--- src/logic/adc_result_pkg.sv ---
// Package of register offsets, field positions and reset values for the ADC result block
`default_nettype none
package adc_result_pkg;
  // Register byte addresses (word aligned on the Avalon bus)
  localparam logic [3:0] OFF_CONTROL = 4'h0;
  localparam logic [3:0] OFF_CONFIG = 4'h4;
  localparam logic [3:0] OFF_RES_HIGH = 4'h8;
  localparam logic [3:0] OFF_RES_LOW = 4'hC;
  localparam logic [3:0] OFF_IRQ_STATUS = 4'h0;
  localparam logic [3:0] OFF_IRQ_MASK = 4'h4;
  // Address bit that selects the interrupt page
  localparam int ADDR_W = 5;
  localparam int PAGE_BIT = 4;
  // Control register fields
  localparam int CTL_ENABLE_BIT = 0;
  localparam int CTL_BUSY_BIT = 1;
  localparam int CTL_CHAN_LSB = 2;
  localparam int CHAN_W = 5;
  // Config register fields
  localparam int CFG_JUSTIFY_BIT = 7;
  localparam logic [7:0] CFG_WRITE_MASK = 8'hF7;
  // Reset values
  localparam logic [7:0] CONTROL_RST = 8'h00;
  localparam logic [7:0] CONFIG_RST = 8'h00;
  localparam logic [7:0] IRQ_MASK_RST = 8'h00;
  // Interrupt status bit for conversion done
  localparam int IRQ_DONE_BIT = 0;
  // Conversion time in cycles of the device clock
  localparam int CONV_CYCLES = 12;
  localparam int RESULT_W = 10;
endpackage : adc_result_pkg
`default_nettype wire

--- src/logic/adc_result_formatting.sv ---
// ADC result path: Avalon-MM registers, conversion sequencing, result formatting, interrupt
`default_nettype none
module adc_result_formatting
  import adc_result_pkg::*;
#(
  parameter int CONV_LEN = CONV_CYCLES
) (
  input wire logic clk,
  input wire logic rst,
  input wire logic [adc_result_pkg::ADDR_W-1:0] address,
  input wire logic read,
  input wire logic write,
  input wire logic [31:0] writedata,
  input wire logic [3:0] byteenable,
  output logic [31:0] readdata,
  output logic waitrequest,
  output logic [adc_result_pkg::RESULT_W-1:0] sample_value_unused_guard,
  input wire logic [adc_result_pkg::RESULT_W-1:0] sample_value,
  output logic [adc_result_pkg::CHAN_W-1:0] channel_select,
  output logic converter_on,
  output logic irq
);
  initial begin
    if (CONV_LEN < 1 || CONV_LEN > 255) $error("CONV_LEN must lie in 1..255");
  end

  typedef enum logic [1:0] {IDLE, CONVERT, LOAD} conv_state_t;

  typedef struct packed {
    conv_state_t state;
    logic [7:0] count;
    logic [7:0] control;
    logic [7:0] config_r;
    logic [7:0] res_high;
    logic [7:0] res_low;
    logic [7:0] irq_status;
    logic [7:0] irq_mask;
    logic [31:0] rdata;
    logic ack;
    logic wait_hi;
    logic [RESULT_W-1:0] echo;
    logic irq;
  } state_t;

  state_t s_q;
  state_t s_d;
  logic [7:0] packed_high;
  logic [7:0] packed_low;
  logic [7:0] wbyte;
  logic wr_hit;
  logic rd_hit;
  logic [7:0] done_set;

  // Formatting of the raw converter value
  adc_result_pack #(.RESULT_W(RESULT_W)) u_pack (
    .value(sample_value),
    .justify_right(s_q.config_r[CFG_JUSTIFY_BIT]),
    .high_byte(packed_high),
    .low_byte(packed_low)
  );

  // Address decode for word-aligned registers
  function automatic logic [1:0] reg_index(input logic [ADDR_W-1:0] a);
    reg_index = a[3:2];
  endfunction : reg_index

  // One-cycle wait before each answer keeps read data registered
  always_comb begin
    s_d = s_q;
    wbyte = writedata[7:0] & {8{byteenable[0]}};
    done_set = 8'h00;
    // Writes land only at the edge where waitrequest is seen low
    wr_hit = write && s_q.ack;
    rd_hit = read && !s_q.ack;
    s_d.ack = (read || write) && !s_q.ack;
    s_d.wait_hi = !s_d.ack;
    s_d.echo = sample_value;
    // Sequencer: busy bit set with enable set starts, busy stays high until load
    unique case (s_q.state)
      IDLE: begin
        if (s_q.control[CTL_BUSY_BIT] && s_q.control[CTL_ENABLE_BIT]) begin
          s_d.state = CONVERT;
          s_d.count = 8'(CONV_LEN - 1);
        end
      end
      CONVERT: begin
        if (s_q.count == 8'h00) begin
          s_d.state = LOAD;
        end else begin
          s_d.count = s_q.count - 8'h01;
        end
      end
      LOAD: begin
        s_d.res_high = packed_high;
        s_d.res_low = packed_low;
        s_d.control[CTL_BUSY_BIT] = 1'b0;
        s_d.irq_status[IRQ_DONE_BIT] = 1'b1;
        done_set[IRQ_DONE_BIT] = 1'b1;
        s_d.state = IDLE;
      end
      default: begin
        s_d.state = IDLE;
      end
    endcase
    // Register writes; the sticky set takes priority over a clear
    if (wr_hit && byteenable[0]) begin
      if (!address[PAGE_BIT]) begin
        unique case (reg_index(address))
          2'd0: begin
            // Busy only settable while idle, never cleared by software mid-conversion
            s_d.control = {1'b0, wbyte[6:2], s_d.control[CTL_BUSY_BIT] |
              (wbyte[CTL_BUSY_BIT] & (s_q.state == IDLE)), wbyte[CTL_ENABLE_BIT]};
            if (s_q.state == IDLE && !wbyte[CTL_BUSY_BIT]) begin
              s_d.control[CTL_BUSY_BIT] = 1'b0;
            end
          end
          2'd1: s_d.config_r = wbyte & CFG_WRITE_MASK;
          2'd2: if (s_q.state != LOAD) s_d.res_high = wbyte;
          2'd3: if (s_q.state != LOAD) s_d.res_low = wbyte;
        endcase
      end else if (reg_index(address) == 2'd0) begin
        // Write one to clear; a done event in the same cycle wins
        s_d.irq_status = (s_q.irq_status & ~wbyte) | done_set;
      end else if (reg_index(address) == 2'd1) begin
        s_d.irq_mask = wbyte;
      end
    end
    // Read mux; unmapped words read zero
    s_d.rdata = 32'h0000_0000;
    if (rd_hit) begin
      if (!address[PAGE_BIT]) begin
        unique case (reg_index(address))
          2'd0: s_d.rdata = {24'h000000, s_q.control};
          2'd1: s_d.rdata = {24'h000000, s_q.config_r};
          2'd2: s_d.rdata = {24'h000000, s_q.res_high};
          2'd3: s_d.rdata = {24'h000000, s_q.res_low};
        endcase
      end else if (reg_index(address) == 2'd0) begin
        s_d.rdata = {24'h000000, s_q.irq_status};
      end else if (reg_index(address) == 2'd1) begin
        s_d.rdata = {24'h000000, s_q.irq_mask};
      end
    end
    s_d.irq = |(s_d.irq_status & s_d.irq_mask);
  end

  // Result bytes are not reset: kept across reset as the real part does
  always_ff @(posedge clk) begin
    if (rst) begin
      s_q.state <= IDLE;
      s_q.count <= 8'h00;
      s_q.control <= CONTROL_RST;
      s_q.config_r <= CONFIG_RST;
      s_q.irq_status <= 8'h00;
      s_q.irq_mask <= IRQ_MASK_RST;
      s_q.rdata <= 32'h0000_0000;
      s_q.ack <= 1'b0;
      s_q.wait_hi <= 1'b1;
      s_q.echo <= {RESULT_W{1'b0}};
      s_q.irq <= 1'b0;
      s_q.res_high <= s_q.res_high;
      s_q.res_low <= s_q.res_low;
    end else begin
      s_q <= s_d;
    end
  end

  // Outputs straight from flip-flops
  assign readdata = s_q.rdata;
  assign waitrequest = s_q.wait_hi;
  assign channel_select = s_q.control[CTL_CHAN_LSB +: CHAN_W];
  assign converter_on = s_q.control[CTL_ENABLE_BIT];
  assign irq = s_q.irq;
  assign sample_value_unused_guard = s_q.echo;
endmodule : adc_result_formatting
`default_nettype wire

--- src/logic/adc_result_pack.sv ---
// Packs a finished conversion value into high and low result bytes
`default_nettype none
module adc_result_pack #(
  parameter int RESULT_W = 10
) (
  input wire logic [RESULT_W-1:0] value,
  input wire logic justify_right,
  output logic [7:0] high_byte,
  output logic [7:0] low_byte
);
  initial begin
    if (RESULT_W != 10) $error("adc_result_pack: only a 10-bit result is supported");
  end

  // Unused bits forced to zero in either format
  always_comb begin
    if (justify_right) begin
      high_byte = {6'h00, value[9:8]};
      low_byte = value[7:0];
    end else begin
      high_byte = value[9:2];
      low_byte = {value[1:0], 6'h00};
    end
  end
endmodule : adc_result_pack
`default_nettype wire

--- config.mk ---
export PLATFORM = sky130hd
export DESIGN_NAME = adc_result_formatting
export DESIGN_NICKNAME = d
export VERILOG_FILES = /design/src/logic/adc_result_pkg.sv /design/src/logic/adc_result_formatting.sv /design/src/logic/adc_result_pack.sv
export SDC_FILE = /design/constraint.sdc
export NUM_CORES = 1
export LEC_CHECK = 0
export BUFFER_PORTS_ARGS = -buffer_cell sky130_fd_sc_hd__buf_2
export CAP_MARGIN = 10
export CORE_AREA = 2 2 89 91
export DETAILED_ROUTE_END_ITERATION = 16
export DIE_AREA = 0 0 91 93
export GPL_TIMING_DRIVEN = 1
export PLACE_DENSITY = 0.77
export RECOVER_POWER = 100
export SLEW_MARGIN = 10
export SYNTH_ARGS = -nofsm -noshare
export SYNTH_HDL_FRONTEND = slang
export SYNTH_SLANG_ARGS = --single-unit
--- constraint.sdc ---
create_clock -name clk -period 1.99 [get_ports clk]
set_input_delay 0.199 -clock clk [delete_from_list [all_inputs] [get_ports clk]]
set_output_delay 0.199 -clock clk [all_outputs]
set_load 0.1 [all_outputs]
Yosys cells after proc, flatten, opt, wreduce, memory -nomap -nowiden:

Cells that the tools add are included.

* bits in registers: 101
* bits of input ports: 55
* output and inout port bits: 50
* word-level logic and storage cells: 81

* add/subtract/negate cells: 1
* equality and inequality tests: 9
* muxes and demuxes: 28
* bitwise logic cells: 9
* reductions and logical operators: 20

Operators by type and width (count)
* one-hot mux 32 bit (4 select lines): 1
* 2-to-1 mux 8 bit: 13
* 2-to-1 mux 42 bit: 1
* 2-to-1 mux 16 bit: 2
* 2-to-1 mux 32 bit: 1
* 2-to-1 mux 26 bit: 1
* bitwise AND 8 bit: 3
* one-hot mux 8 bit (2 select lines): 1
* 2-to-1 mux 10 bit: 1
* AND reduction 3 bit: 3
* zero test 8 bit: 1
* != test 2 bit, second input constant: 4
* inverter 8 bit: 1
* OR 8 x 1 -> 8 bit: 1
* OR reduction 8 bit: 1
* subtractor 8 x 1 -> 8 bit, second input constant: 1
* == test 2 bit, second input constant: 3
* logical AND 1 bit: 6
* == test 2 x 1 -> 1 bit, second input constant: 2
* zero test 2 bit: 2
* 2-to-1 mux 1 bit: 4
* 2-to-1 mux 2 bit: 2
* one-hot mux 2 bit (2 select lines): 1
* zero test 1 bit: 3
* 7 further kinds: 8

Longest topological paths before layout:

* depth after elaboration: 9
* gate-level depth with buffers: 8
* depth with buffers taken out: 7

Hierarchy:

From an unflattened synthesis, not the netlist that was laid out.

* cell total of the unflattened synthesis: 398
* area total of the unflattened synthesis: 3975.1 um^2

Modules (own cells, without submodules)
* adc_result_formatting: instances 1, cells an instance 380, area an instance 3817.4 um^2
* adc_result_pack: instances 1, cells an instance 18, area an instance 157.7 um^2

Least setup slack after synthesis:

No wires, ideal clock.

* kind: reg2reg
* start point: reg s_q (netlist bit converter_on)
* end point: reg s_q[99] in the netlist's numbering
* setup time: 117 ps
* data arrival time: 1830 ps
* required time: 1873 ps
* slack: 43 ps
* cell stages (with the launch flop): 6
* clock period less this slack: 1947 ps
* cells stage by stage: dfxtp_1 -> nor4bb_1 -> clkbuf_1 -> o211ai_1 -> xnor2_1 -> nor2_1

* longest elaborated chain between the ends: 3

RTL lines
* start, declared: RTL line adc_result_formatting.sv:45 `state_t s_q;`
* logical AND 1 bit: RTL line adc_result_formatting.sv:81 `if (s_q.control[CTL_BUSY_BIT] && s_q.control[CTL_ENABLE_BIT]) begin`
* != test 2 bit (no line)
* AND reduction 3 bit (no line)

Every way passes these cells.
A chain may end at the register's enable or synchronous reset.

Worst setup path in the final report:

* start point: reg s_q[12] in the netlist's numbering
* end point: reg irq (netlist name)

* longest elaborated chain between the ends: 5

RTL lines
* logical AND 1 bit: RTL line adc_result_formatting.sv:73 `wr_hit = write && s_q.ack;`
* logical AND 1 bit: RTL line adc_result_formatting.sv:106 `if (wr_hit && byteenable[0]) begin`
* 2-to-1 mux 42 bit: RTL line adc_result_formatting.sv:106
* bitwise AND 8 bit: RTL line adc_result_formatting.sv:144 `s_d.irq = |(s_d.irq_status & s_d.irq_mask);`
* OR reduction 8 bit: RTL line adc_result_formatting.sv:144

Every way passes these cells.

==> impl_metrics.json <==
{
  "worstMarginPinSlew_ns": 1.18,
  "numCtsBuffers": 9,
  "use_met2_pct": 32.8,
  "worstPathMaxFanout": 11,
  "outcome": "complete, no violations",
  "maxSlewViolCount": 0,
  "power_frac_clock_pct": 36.2,
  "grt_pass1_vias": 2721,
  "switchingPower_mw": 1.03,
  "worstSetupPathType": "reg2reg",
  "synth_warnings": 0,
  "muxShareOfSynthArea_pct": 14.9,
  "grt-busiest-layer": "met2",
  "ctsHoldBuffers": 0,
  "maxCapViolCount": 0,
  "cp.arrival_ns": 2.01,
  "tritoncts": "built",
  "finalSetupTns_ns": 0,
  "setup_viol": 0,
  "fp.dieW_um": 91,
  "hold_violations": 0,
  "yosysMostFrequentCell": "dfxtp_1",
  "min_from": "read",
  "ctsResizeCount": 0,
  "synth_edf_count": 16,
  "vias": 2818,
  "grt_pass1_wl_um": 13400,
  "synth_area_sq_um": 3890,
  "synth_compound_area_share_pct": 10.7,
  "synth_top_cells_by_count": "61 x dfxtp_1, 47 x buf_4, 45 x nor2_1",
  "cp_data_required_time_ns": 2.20,
  "ys.flop_type": "dfxtp_1",
  "drive_gt1_share_pct": 18.6,
  "fp.coreArea_sq_um": 7530,
  "synth-async-reset-ratio_pct": 0,
  "globalplace.congestion": 0.793,
  "yosysTopAreaCellShare_pct": 31.4,
  "die-area_sq_um": 8460,
  "hpwlAfterDp_um": 5790,
  "ys_seq_area_share_pct": 43.8,
  "row_count": 32,
  "cts_sinks": 77,
  "synth_area_leader_cell": "dfxtp_1",
  "drt_first_pass_iters": 4,
  "worstSetupStartpointType": "flop",
  "drt_iter0_drc": 230,
  "clock_latency_ns": 0.36,
  "avgSynthCellArea_sq_um": 9.84,
  "final_cells": 532,
  "grt_use_total_pct": 20.2,
  "io_buffers": 51,
  "ios": 105,
  "leakagePower_nw": 1.58,
  "synth-seq-cells": 77,
  "dpl.cell_count": 516,
  "synth_cell_types": 49,
  "grt.overflow.total": 0,
  "grt_max_degree": 29,
  "regToRegStartpoint": "s_q[12]",
  "netlist_instances": 395,
  "die_h_um": 93,
  "switching_share_pct": 30.3,
  "synth_top_family_by_area": "simple AND/OR/NAND/NOR gates",
  "p_int_mw": 2.38,
  "syn_to_final_growth_pct": 7.24,
  "ir_worst_vdd_mv": 0.460,
  "grtUsageMet1_pct": 26.0,
  "synthSimpleGateAreaFrac_pct": 16.5,
  "antenna_found_initial": 0,
  "clockBufferDepth": 2,
  "fin_skew_ns": 0.00499,
  "wl_per_cell_um": 15.2,
  "clockRootBuffer": "clkbuf_8",
  "power_frac_comb_pct": 15.5,
  "fmax_mhz": 556,
  "synth_xor_area_share_pct": 1.13,
  "rsz0062_at_grt": "no",
  "synth_area_leaders": "dfxtp_1 31%, edfxtp_1 12%, buf_4 9.1%",
  "critPathLaunch": "s_q[12]",
  "grt_use_met3_pct": 6.29,
  "min_period_over_period_pct": 90.4,
  "clkSlewWorstSetupHoldPaths_ns": 0.08,
  "wirelength_um": 8070,
  "post_cts_buffers": 0,
  "min_path_type": "in2reg",
  "synth_fa_ha_area_share_pct": 0.322,
  "initial_core_util_pct": 51.6,
  "num_antenna_cells": 0,
  "endpoint_kind": "flop",
  "period_minus_slack_ns": 1.80,
  "worst_slew_margin_rel_pct": 21.9,
  "pwr-share-seq_pct": 48.4,
  "htreeDepth": 3,
  "total_power_mw": 3.41,
  "antenna_left": 0,
  "p_per_area_nw_per_um2": 817,
  "finalNetCount": 481,
  "detail_route.vias_per_cell": 5.30,
  "drc": 0
}
==> metal layers <==
metal  vias to the layer above  part of all wire [%]  routed length [um]
met3                         7                   5.5                 446
met1                      1355                    45                3660
met4                         0                   1.1                  92
li1                       1375                     -                   -
met5                         -                     0                   0
met2                        81                    48                3870
==> registers in the layout, summed over array words and instances, names as in the netlist <==
register / cells
sample_value_unused_guard: 10
waitrequest: 1
channel_select: 5
irq: 1
s_q: 51
converter_on: 1
readdata: 8
==> final timing paths <==
| path | to | slack, ns | cells after the start |
|---|---|---|---|
| max | irq | 0.19 | 7 |
| min | waitrequest | 0.06 | 2 |
| max reg2reg | irq | 0.19 | 7 |
| min reg2reg | s_q[60] | 0.47 | 2 |
==> power by group through the flow <==
stage	combinational (mW)	clock (mW)	sequential (mW)
after CTS	0.532	1.26	1.65
after floorplan	0.482	0	1.69
after global placement	0.526	0	1.68
after global routing	0.553	1.33	1.65
final	0.527	1.23	1.65
after detailed placement	0.531	0	1.68
==> logic make-up after synthesis <==
| logic type | count (synthesis) |
|---|---|
| adder cells (fa/ha/maj) | 1 |
| AO/OA/AOI/OAI | 66 |
| AND/OR/NAND/NOR | 119 |
| multiplexers | 49 |
| flip-flops | 77 |
| buffers and inverters | 77 |
| XOR/XNOR | 5 |
| other | 1 |
==> worst max-delay path, cell delays in order (launching register included) <==
cell,delay [ns]
dfxtp_1,0.39
nand4b_1,0.11
clkbuf_1,0.23
nor2_1,0.17
buf_4,0.17
mux2_2,0.35
nand3_1,0.10
a41oi_1,0.12
==> through the flow <==
step | setup slack [ns] | hold slack, ns | instance area (sq um) | util (%)
final | 0.191 | 0.0641 | 4170 | 55.4
after CTS | 0.265 | 0.0529 | 4210 | 55.9
after detailed placement | 0.133 | 0.437 | 4000 | 53.1
after global routing | 0.0633 | 0.0869 | 4170 | 55.4
after floorplan | 0.0431 | 0.327 | 3970 | -
after global placement | 0.184 | 0.441 | 4000 | 53.1
==> cell usage in the layout, fill, tap and decap left out, types with 2 or more instances in the layout <==
master,n
edfxtp_1,16
nor2_1,45
inv_1,9
nand3_1,13
nor2_2,2
clkinv_2,2
buf_2,24
conb_1,24
o31ai_1,5
xor2_1,4
nor3_1,5
a21oi_1,14
a21bo_2,2
nand3b_1,6
mux2_2,10
clkbuf_1,22
clkbuf_2,9
nand2b_1,2
buf_4,8
a22oi_1,8
o211ai_1,3
mux4_2,6
mux2i_1,33
o21ai_0,21
nor2b_1,17
and3_1,2
nand2_1,7
a211oi_1,7
dfxtp_1,61
and2_1,10
clkbuf_8,9
==> area by class of cell <==
cell class                 count  area, sq um
fill                         690         3360
multi-input combinational    264         1780
sequential                    77         1700
timing repair buffer          63          308
clock buffer                  11          153
tap                          102          128
clock inverter                 5         56.3
inverter                      10         37.5
No activity file was read; power rests on OpenSTA's default activity.
